===== src/hw/fault_status_regs.vh =====
`ifndef FAULT_STATUS_REGS_VH
`define FAULT_STATUS_REGS_VH
// ****************************************
// register byte offsets
// ****************************************
`define OFS_CTRL 6'h00
`define OFS_STATUS 6'h04
`define OFS_CMD 6'h08
`define OFS_QUERY 6'h0c
`define OFS_QTIME 6'h10
`define OFS_QPWR 6'h14
`define OFS_ELAPSED 6'h18
`define OFS_HCOUNT 6'h1c
// ****************************************
// control fields and reset value
// ****************************************
`define CTRL_POL 0
`define CTRL_MODE_LO 4
`define CTRL_MODE_HI 6
`define CTRL_WSOFF_LO 8
`define CTRL_WSOFF_HI 10
`define CTRL_RESET 32'h0000_0000
`define MODE_FAULT_DISPLAY 3'h0
// ****************************************
// command bits, one-cycle strobes
// ****************************************
`define CMD_CLEAR 0
`define CMD_TELL 1
`define CMD_HIST 2
`define CMD_ADVANCE 3
`define CMD_QUIT 4
`define CMD_ABSZERO 5
// ****************************************
// active fault vector layout
// ****************************************
`define NFAULT 16
`define F_ALARM_LO 0
`define F_ALARM_HI 5
`define F_CPU 6
`define F_ROM 7
`define F_RAM 8
`define F_UNDERVOLT 9
`define F_ESTOP 10
`define F_HW_OT 11
`define F_SW_OT 12
`define F_WARN_LO 13
`define F_WARN_HI 15
`define EVT_HOME 16
`define EVT_HOME_CODE 8'h1f
// ****************************************
// history record layout and timing
// ****************************************
`define REC_W 64
`define HIST_DEPTH 32
`define HIST_AW 5
`define HIST_CW 6
`define TIME_NS_PER_SEC 1000000000
`define CLK_PERIOD_NS 20
`define ST_IDLE 2'h0
`define ST_TELL 2'h1
`define ST_HEAD 2'h2
`define ST_HREC 2'h3
`endif


===== src/hw/fault_flags.v =====
`timescale 1ns/100ps
// sticky flags; a set in the clear cycle wins
module fault_flags #(
  parameter W = 8
) (
  // clock and reset
  input wire aclk,
  input wire aresetn,
  // flag control
  input wire [W-1:0] set,
  input wire [W-1:0] clr,
  output reg [W-1:0] flag_r
);
  always @(posedge aclk) begin
    if (!aresetn) begin
      flag_r <= {W{1'b0}};
    end else begin
      flag_r <= (flag_r & ~clr) | set;
    end
  end
endmodule // fault_flags


===== src/hw/fault_status_and_history_manager.v =====
// The AXI4-Lite register port and the address map were decided locally.
`timescale 1ns/100ps
`include "fault_status_regs.vh"
// How it works
// - any alarm opens drive ready, all but estop give servo-off; only reset clears, estop clears on release
// - warning opens warning output; cleared by clear input, clear command or reset
// - limit opens only its direction output, stops motor, refuses that direction
// - outputs closed normally, open on fault by default; polarity selectable
// - indicator shows fault codes only in fault display mode, else io state
// - tell query lists every active alarm and warning, several at once
// - tell query with nothing active yields no entries
// - advance key gives next entry, quit key ends listing
// - listing order is by fault index, not by occurrence
// - history keeps up to 32 records
// - when full, oldest record drops and the new one is appended
// - record 1 is the newest, counting toward older ones
// - record holds code, sub code, elapsed time and power-on count
// - history query first shows elapsed time and power count, then records
// - overtravel, estop, ram and undervoltage never recorded; cpu, rom on qualifier
// - overtravel and estop hold servo-lock; ram error, undervoltage give servo-off
// - home reset appends a home event record
// - each recorded alarm pulses a save strobe to non-volatile storage
module fault_status_and_history_manager #(
  parameter TICKS_PER_SEC = `TIME_NS_PER_SEC / `CLK_PERIOD_NS
) (
  // clock and reset
  input wire aclk,
  input wire aresetn,
  // axi4-lite write
  input wire [5:0] s_axi_awaddr,
  input wire s_axi_awvalid,
  output wire s_axi_awready,
  input wire [31:0] s_axi_wdata,
  input wire [3:0] s_axi_wstrb,
  input wire s_axi_wvalid,
  output wire s_axi_wready,
  output reg [1:0] s_axi_bresp,
  output reg s_axi_bvalid,
  input wire s_axi_bready,
  // axi4-lite read
  input wire [5:0] s_axi_araddr,
  input wire s_axi_arvalid,
  output wire s_axi_arready,
  output reg [31:0] s_axi_rdata,
  output reg [1:0] s_axi_rresp,
  output reg s_axi_rvalid,
  input wire s_axi_rready,
  // fault sources
  input wire [5:0] alarm_in,
  input wire cpu_error_in,
  input wire rom_error_in,
  input wire cpu_rom_record_in,
  input wire ram_error_in,
  input wire undervoltage_in,
  input wire emergency_stop_in,
  input wire hw_plus_limit_in,
  input wire hw_minus_limit_in,
  input wire sw_plus_limit_in,
  input wire sw_minus_limit_in,
  input wire [2:0] warning_in,
  input wire [7:0] sub_code_in,
  input wire fault_clear_in,
  input wire home_return_done_in,
  input wire [15:0] power_on_count_in,
  input wire [7:0] io_state_in,
  // motion requests
  input wire move_plus_req,
  input wire move_minus_req,
  output wire move_plus_ok,
  output wire move_minus_ok,
  // status pins and motor state
  output reg drive_ready_out,
  output reg warning_out,
  output reg plus_limit_out,
  output reg minus_limit_out,
  output reg servo_off_out,
  output reg servo_lock_out,
  output reg [7:0] indicator_out,
  output reg nv_save_pulse
);
  // ****************************************
  // registers and strobes
  // ****************************************
  reg [31:0] ctrl_r;
  reg [5:0] cmd_r;
  reg [5:0] awaddr_r;
  reg [31:0] wdata_r;
  reg aw_got_r, w_got_r;
  wire [15:0] active;
  wire [5:0] alarm_lat;
  wire [2:0] warn_lat;
  wire clr_warn = fault_clear_in | cmd_r[`CMD_CLEAR];
  // ****************************************
  // fault latches
  // ****************************************
  fault_flags #(.W(6)) u_alarm (
    .aclk(aclk),
    .aresetn(aresetn),
    .set(alarm_in),
    .clr(6'h00),
    .flag_r(alarm_lat)
  );
  fault_flags #(.W(3)) u_warn (
    .aclk(aclk),
    .aresetn(aresetn),
    .set(warning_in),
    .clr({3{clr_warn}}),
    .flag_r(warn_lat)
  );
  reg cpu_r, rom_r, ram_r, uv_r;
  always @(posedge aclk) begin
    if (!aresetn) begin
      cpu_r <= 1'b0;
      rom_r <= 1'b0;
      ram_r <= 1'b0;
      uv_r <= 1'b0;
    end else begin
      cpu_r <= cpu_r | cpu_error_in;
      rom_r <= rom_r | rom_error_in;
      ram_r <= ram_r | ram_error_in;
      uv_r <= uv_r | undervoltage_in;
    end
  end
  // estop follows its input, so release clears it
  wire hw_ot = hw_plus_limit_in | hw_minus_limit_in;
  wire sw_ot = sw_plus_limit_in | sw_minus_limit_in;
  assign active = {warn_lat, sw_ot, hw_ot, emergency_stop_in, uv_r, ram_r, rom_r, cpu_r, alarm_lat};
  wire alarm_any = |active[`F_ESTOP:`F_ALARM_LO];
  wire plus_lim = hw_plus_limit_in | sw_plus_limit_in;
  wire minus_lim = hw_minus_limit_in | sw_minus_limit_in;
  assign move_plus_ok = move_plus_req & ~plus_lim & ~alarm_any;
  assign move_minus_ok = move_minus_req & ~minus_lim & ~alarm_any;
  // ****************************************
  // pins, motor state, indicator
  // ****************************************
  reg [3:0] first_idx;
  reg first_any;
  integer k;
  always @* begin
    first_idx = 4'h0;
    first_any = 1'b0;
    for (k = `NFAULT - 1; k >= 0; k = k - 1) begin
      if (active[k]) begin
        first_idx = k[3:0];
        first_any = 1'b1;
      end
    end
  end
  wire pol = ctrl_r[`CTRL_POL];
  wire [2:0] warn_soff = warn_lat & ctrl_r[`CTRL_WSOFF_HI:`CTRL_WSOFF_LO];
  wire soff = (|active[`F_UNDERVOLT:`F_ALARM_LO]) | (|warn_soff);
  always @(posedge aclk) begin
    if (!aresetn) begin
      drive_ready_out <= 1'b0;
      warning_out <= 1'b0;
      plus_limit_out <= 1'b0;
      minus_limit_out <= 1'b0;
      servo_off_out <= 1'b1;
      servo_lock_out <= 1'b0;
      indicator_out <= 8'h00;
    end else begin
      // high is closed; pol inverts the ready, warning and limit pins, not servo-off or servo-lock
      drive_ready_out <= ~alarm_any ^ pol;
      warning_out <= ~(|warn_lat) ^ pol;
      plus_limit_out <= ~plus_lim ^ pol;
      minus_limit_out <= ~minus_lim ^ pol;
      servo_off_out <= soff;
      servo_lock_out <= ~soff & (hw_ot | sw_ot | emergency_stop_in);
      if (ctrl_r[`CTRL_MODE_HI:`CTRL_MODE_LO] == `MODE_FAULT_DISPLAY) begin
        indicator_out <= {first_any, 3'h0, first_idx};
      end else begin
        indicator_out <= io_state_in;
      end
    end
  end
  // ****************************************
  // elapsed time since power-on
  // ****************************************
  reg [31:0] tick_r;
  reg [31:0] elapsed_r;
  always @(posedge aclk) begin
    if (!aresetn) begin
      tick_r <= 32'h0;
      elapsed_r <= 32'h0;
    end else if (tick_r == TICKS_PER_SEC - 1) begin
      tick_r <= 32'h0;
      elapsed_r <= elapsed_r + 32'h1;
    end else begin
      tick_r <= tick_r + 32'h1;
    end
  end
  // ****************************************
  // history recording
  // ****************************************
  reg [16:0] prev_r, pend_r;
  reg [`HIST_AW-1:0] wr_ptr_r;
  reg [`HIST_CW-1:0] count_r;
  wire [16:0] recordable;
  assign recordable = {home_return_done_in | cmd_r[`CMD_ABSZERO], warn_lat, 5'h00,
    cpu_rom_record_in & rom_r, cpu_rom_record_in & cpu_r, alarm_lat};
  wire [16:0] rise = recordable & ~prev_r;
  reg [4:0] wr_idx;
  reg wr_any;
  integer j;
  always @* begin
    wr_idx = 5'h0;
    wr_any = 1'b0;
    for (j = 16; j >= 0; j = j - 1) begin
      if (pend_r[j]) begin
        wr_idx = j[4:0];
        wr_any = 1'b1;
      end
    end
  end
  wire [7:0] wr_code = (wr_idx == `EVT_HOME) ? `EVT_HOME_CODE : {3'h0, wr_idx};
  wire [`REC_W-1:0] wr_rec = {wr_code, sub_code_in, elapsed_r, power_on_count_in};
  always @(posedge aclk) begin
    if (!aresetn) begin
      prev_r <= 17'h0;
      pend_r <= 17'h0;
      wr_ptr_r <= {`HIST_AW{1'b0}};
      count_r <= {`HIST_CW{1'b0}};
      nv_save_pulse <= 1'b0;
    end else begin
      // one record per cycle; simultaneous arrivals wait in pend_r
      prev_r <= recordable;
      pend_r <= (pend_r & ~(wr_any ? (17'h1 << wr_idx) : 17'h0)) | rise;
      nv_save_pulse <= wr_any & (wr_idx <= `F_ROM);
      if (wr_any) begin
        wr_ptr_r <= wr_ptr_r + 5'h1;
        if (count_r != `HIST_DEPTH) begin
          count_r <= count_r + 6'h1;
        end
      end
    end
  end
  // ****************************************
  // listing sequencer
  // ****************************************
  reg [1:0] state_r;
  reg [3:0] cur_r;
  reg [`HIST_CW-1:0] rec_n_r;
  wire [`REC_W-1:0] rd_rec;
  wire [`HIST_AW-1:0] rd_addr = wr_ptr_r - rec_n_r[`HIST_AW-1:0];
  history_mem #(.W(`REC_W), .D(`HIST_DEPTH), .AW(`HIST_AW)) u_mem (
    .aclk(aclk),
    .we(wr_any),
    .waddr(wr_ptr_r),
    .wdata(wr_rec),
    .raddr(rd_addr),
    .rdata(rd_rec)
  );
  reg [3:0] nxt_idx;
  reg nxt_any;
  reg [4:0] from;
  integer i;
  always @* begin
    from = cmd_r[`CMD_TELL] ? 5'h0 : {1'b0, cur_r} + 5'h1;
    nxt_idx = 4'h0;
    nxt_any = 1'b0;
    for (i = `NFAULT - 1; i >= 0; i = i - 1) begin
      if (active[i] && i >= from) begin
        nxt_idx = i[3:0];
        nxt_any = 1'b1;
      end
    end
  end
  always @(posedge aclk) begin
    if (!aresetn) begin
      state_r <= `ST_IDLE;
      cur_r <= 4'h0;
      rec_n_r <= {`HIST_CW{1'b0}};
    end else if (cmd_r[`CMD_QUIT]) begin
      state_r <= `ST_IDLE;
    end else if (cmd_r[`CMD_TELL] || (state_r == `ST_TELL && cmd_r[`CMD_ADVANCE])) begin
      cur_r <= nxt_idx;
      state_r <= nxt_any ? `ST_TELL : `ST_IDLE;
    end else if (cmd_r[`CMD_HIST]) begin
      state_r <= `ST_HEAD;
      rec_n_r <= {`HIST_CW{1'b0}};
    end else if (cmd_r[`CMD_ADVANCE]) begin
      case (state_r)
        `ST_HEAD, `ST_HREC: begin
          if (rec_n_r < count_r) begin
            rec_n_r <= rec_n_r + 6'h1;
            state_r <= `ST_HREC;
          end else begin
            state_r <= `ST_IDLE;
          end
        end
        default: begin
          state_r <= state_r;
        end
      endcase
    end
  end
  // query word: valid, kind, record number, code, sub code
  reg [31:0] q_word, q_time, q_pwr;
  always @* begin
    q_word = 32'h0;
    q_time = 32'h0;
    q_pwr = 32'h0;
    case (state_r)
      `ST_TELL: begin
        q_word = {1'b1, 3'h1, 12'h0, 4'h0, cur_r, 8'h0};
      end
      `ST_HEAD: begin
        q_word = {1'b1, 3'h2, 28'h0};
        q_time = elapsed_r;
        q_pwr = {16'h0, power_on_count_in};
      end
      `ST_HREC: begin
        q_word = {1'b1, 3'h3, 2'h0, rec_n_r, rd_rec[63:48], 2'h0, 2'h0};
        q_time = rd_rec[47:16];
        q_pwr = {16'h0, rd_rec[15:0]};
      end
      default: begin
        q_word = 32'h0;
      end
    endcase
  end
  // ****************************************
  // axi4-lite slave
  // ****************************************
  assign s_axi_awready = ~aw_got_r & ~s_axi_bvalid;
  assign s_axi_wready = ~w_got_r & ~s_axi_bvalid;
  assign s_axi_arready = ~s_axi_rvalid;
  wire do_wr = aw_got_r & w_got_r & ~s_axi_bvalid;
  always @(posedge aclk) begin
    if (!aresetn) begin
      aw_got_r <= 1'b0;
      w_got_r <= 1'b0;
      awaddr_r <= 6'h0;
      wdata_r <= 32'h0;
      s_axi_bvalid <= 1'b0;
      s_axi_bresp <= 2'h0;
      ctrl_r <= `CTRL_RESET;
      cmd_r <= 6'h0;
    end else begin
      cmd_r <= 6'h0;
      if (s_axi_awvalid && s_axi_awready) begin
        aw_got_r <= 1'b1;
        awaddr_r <= s_axi_awaddr;
      end
      if (s_axi_wvalid && s_axi_wready) begin
        w_got_r <= 1'b1;
        wdata_r <= s_axi_wdata;
      end
      if (do_wr) begin
        aw_got_r <= 1'b0;
        w_got_r <= 1'b0;
        s_axi_bvalid <= 1'b1;
        s_axi_bresp <= 2'h0;
        // write strobes are ignored; a control write takes the whole word, a command write only bits 5:0
        if (awaddr_r[5:2] == `OFS_CTRL >> 2) begin
          ctrl_r <= wdata_r;
        end else if (awaddr_r[5:2] == `OFS_CMD >> 2) begin
          cmd_r <= wdata_r[5:0];
        end else begin
          s_axi_bresp <= 2'h2;
        end
      end else if (s_axi_bvalid && s_axi_bready) begin
        s_axi_bvalid <= 1'b0;
      end
    end
  end
  always @(posedge aclk) begin
    if (!aresetn) begin
      s_axi_rvalid <= 1'b0;
      s_axi_rdata <= 32'h0;
      s_axi_rresp <= 2'h0;
    end else if (s_axi_arvalid && s_axi_arready) begin
      s_axi_rvalid <= 1'b1;
      s_axi_rresp <= 2'h0;
      case ({s_axi_araddr[5:2], 2'h0})
        `OFS_CTRL: s_axi_rdata <= ctrl_r;
        `OFS_STATUS: s_axi_rdata <= {11'h0, state_r, servo_lock_out, servo_off_out, alarm_any, active};
        `OFS_CMD: s_axi_rdata <= 32'h0;
        `OFS_QUERY: s_axi_rdata <= q_word;
        `OFS_QTIME: s_axi_rdata <= q_time;
        `OFS_QPWR: s_axi_rdata <= q_pwr;
        `OFS_ELAPSED: s_axi_rdata <= elapsed_r;
        `OFS_HCOUNT: s_axi_rdata <= {26'h0, count_r};
        default: begin
          s_axi_rdata <= 32'h0;
          s_axi_rresp <= 2'h2;
        end
      endcase
    end else if (s_axi_rvalid && s_axi_rready) begin
      s_axi_rvalid <= 1'b0;
    end
  end
endmodule // fault_status_and_history_manager


===== src/hw/history_mem.v =====
`timescale 1ns/100ps
// record store, read data registered
module history_mem #(
  parameter W = 64,
  parameter D = 32,
  parameter AW = 5
) (
  // clock
  input wire aclk,
  // write port
  input wire we,
  input wire [AW-1:0] waddr,
  input wire [W-1:0] wdata,
  // read port
  input wire [AW-1:0] raddr,
  output reg [W-1:0] rdata
);
  reg [W-1:0] mem [0:D-1];
  always @(posedge aclk) begin
    if (we) begin
      mem[waddr] <= wdata;
    end
    rdata <= mem[raddr];
  end
endmodule // history_mem


===== config.mk =====
export PLATFORM = sky130hd
export DESIGN_NAME = fault_status_and_history_manager
export DESIGN_NICKNAME = d
export VERILOG_FILES = /design/src/hw/fault_flags.v /design/src/hw/fault_status_and_history_manager.v /design/src/hw/history_mem.v
export VERILOG_INCLUDE_DIRS = /design/src /design/src/hw
export SDC_FILE = /design/constraint.sdc
export NUM_CORES = 2
export LEC_CHECK = 0
export BUFFER_PORTS_ARGS = -buffer_cell sky130_fd_sc_hd__buf_2
export CAP_MARGIN = 20
export CORE_UTILIZATION = 55
export CTS_CLUSTER_SIZE = 10
export DETAILED_ROUTE_END_ITERATION = 16
export PLACE_DENSITY = 0.72
export SYNTH_ARGS = -nofsm -noshare
export SYNTH_HDL_FRONTEND = slang
export SYNTH_HIERARCHICAL = 1
export SYNTH_SLANG_ARGS = --single-unit
export TNS_END_PERCENT = 30

===== constraint.sdc =====
create_clock -name aclk -period 6.3 [get_ports aclk]
set_input_delay 0.945 -clock aclk [delete_from_list [all_inputs] [get_ports aclk]]
set_output_delay 0.945 -clock aclk [all_outputs]
set_load 0.005 [all_outputs]

==> metrics.cfg <==
[outcome]
status=completed

[power_and_ir_drop]
seqPwrFrac_pct=48.0
p_int_mw=28.7
power.leakage_nw=33.4
comb_power_share_pct=12.6
peakVddDrop_mv=0.251
power_density_nw_per_um2=360
finalPower_mw=37.6
p_switching_mw=8.90
netSwitchingFraction_pct=23.7
clkPwrFrac_pct=39.4

[detailed_routing]
wirelength_um=245000
drtIter0Drc=6749
via_count=49000
via_per_inst=6.60
ant_nets=0
drc_errors=0
wl_per_cell_um=33.1
firstDrtPassIters=6

[clocking]
clk_pin_slew_ps=50
numCtsBuffers=289
hold_buffers=0
clockRootBuffer=clkbuf_16
cts_sinks=2368
worst_skew_pair.late_latency_ps=930
cts_tree=built
clk_path_buf_depth=4
htreeDepth=5
ctsResizeCount=0
cts_setup_buffers=0

[final_layout]
drive_gt1_share_pct=26.6
layout.cells.most_common=edfxtp_1
n_fill_cell=11000
layout_common_cells=2048 x edfxtp_1, 602 x mux4_2, 320 x dfxtp_1
syn_to_final_growth_pct=14.4
fin_nets=5156

[sta]
fin_skew_ps=67.9
fin_setup_tns_ps=0
worst_slack_ps=1800
finalCritPeriodShare_pct=71.4
fin_crit_ps=4500
worstMarginPinSlew_ps=1150
timing.fmax_mhz=222
finalHoldViolCount=0
maxSlewViolCount=0
holdWs_ps=246
rsz0062_at_grt=no
finalSetupViolCount=0
max_slew_margin_pct=22.4

[placement]
dp_hpwl_um=130000
pre_cts_slack_ps=1950
portBuffers=157
routabilityCongestion=0.860

[min_path]
hold_class=input pin to flop

[critical_path]
slowest_stage=nor2_4
required_ps=6790
cp_common_cell=buf_4
cp_slowest_stage_delay_ps=1010
crit_arrival_ps=4990
cp.buffers_inverters=2
start_kind=flop
critPathCaptureType=flop
cp_cell_sequence=nor4_1 -> and2_1 -> nand2_2 -> nand3b_1 -> nor2_4 -> buf_4 -> buf_4
crit_family=simple AND/OR/NAND/NOR gates
criticalPathCategory=flop to flop
crit_fanout=27

[floorplanning]
design.core.area_um2=165000
pin_count=168
dieArea_um2=167000
die_y_um=409
start_util_pct=55.3
rows=149
die_w_um=409

[synthesis]
synth_cell_types=94
synth_area_leaders=edfxtp_1 67%, mux4_2 15%, dfxtp_1 7.0%
synthFlopType=edfxtp_1
synth_edf_count=2048
synth-seq-cells=2368
synthCells=4570
avgSynthCellArea_um2=20.0
ys_warn_count=6
yosysTopAreaCell=edfxtp_1
synth_seq_area_share_pct=74.4
synth_top_area_share_pct=67.4
netlist_area_um2=91200
synthArstFlopShare_pct=0

[global_routing]
grt_overflow_total=0
groute.usage.overall_pct=29.4
grt_pass1_wl_um=347000
grt_pass1_vias=48100
grt_max_degree=130
antenna_found_initial=13

[run]
maxCapViolations=0

## power groups by stage
| stage | Clock (mW) | Combinational [mW] | Sequential [mW] |
|---|---|---|---|
| 2_1_floorplan | 0 | 3.33 | 18.1 |
| 3_3_place_gp | 0 | 4.61 | 18.3 |
| 6_report | 14.8 | 4.73 | 18.1 |
| 4_1_cts | 15.0 | 4.72 | 18.0 |
| 3_5_place_dp | 0 | 4.67 | 18.4 |
| 5_1_grt | 15.5 | 4.97 | 18.1 |
## layout make-up
class	count	area, um^2	area share (%)
antenna	9	22.5	0.0216
clock buffer	482	8200	7.86
clock inverter	6	80.1	0.0767
inverter	40	170	0.163
multi-input combinational	2026	22700	21.8
sequential	2368	67900	65.1
tap	2189	2740	2.62
timing repair buffer	304	2500	2.40
## Yosys cell counts, types with 28 or more instances
master,n
edfxtp_1,2048
mux4_2,602
dfxtp_1,320
nor2_1,225
nand2_1,211
a21oi_1,150
clkbuf_1,111
buf_2,74
mux2_2,74
mux2i_1,54
xor2_1,47
a22oi_1,45
o21ai_0,40
inv_1,39
nand3_1,36
and2_1,31
xnor2_1,30
nand4_1,29
buf_4,28
## registers in the layout (all words and copies together) (netlist names), 17 cells and up
name	flops
elapsed_r	32
wdata_r	32
u_mem/rdata	64
s_axi_rdata	32
tick_r	32
pend_r	17
u_mem/mem	2048
ctrl_r	32
## layer usage
metal / GRT usage, % / vias to the layer above / share of wire [%]
met3: 7.03 / 602 / 12
met1: 40.9 / 25600 / 37
met5: 0 / - / 0.022
met4: 11.5 / 8 / 4.3
li1: - / 19500 / -
met2: 45.3 / 3335 / 47
## cells by family after synthesis
kind of cell / synth area share, %
adders and majority gates: 0.252
AOI/OAI and AO/OA: 2.95
muxes: 16.4
and+or+nand+nor: 3.78
xor gates and xnor gates: 0.775
other: 0.00411
buffers and inverters: 1.43
DFF: 74.4
## through the flow
stage / cells / util (%) / area [um^2]
after CTS: 7403 / 63.1 / 104000
after global placement: 6909 / 58.0 / 95600
after global routing: 7416 / 63.3 / 104000
after detailed placement: 6915 / 58.1 / 95700
final: 7424 / 63.3 / 104000
after floorplan: 4673 / - / 91600
## final timing paths
| check | depth (start not counted) | startpoint | slack [ps] | to |
|---|---|---|---|---|
| worst max register to register | 7 | pend_r[1] | 1800 | u_mem/mem[13][29] |
| worst min register to register | 1 | prev_r[0] | 400 | pend_r[0] |
| worst min-delay path | 2 | s_axi_rready | 250 | s_axi_rvalid |
| worst max-delay path | 7 | pend_r[1] | 1800 | u_mem/mem[13][29] |
(Power assumes the default switching activity.)
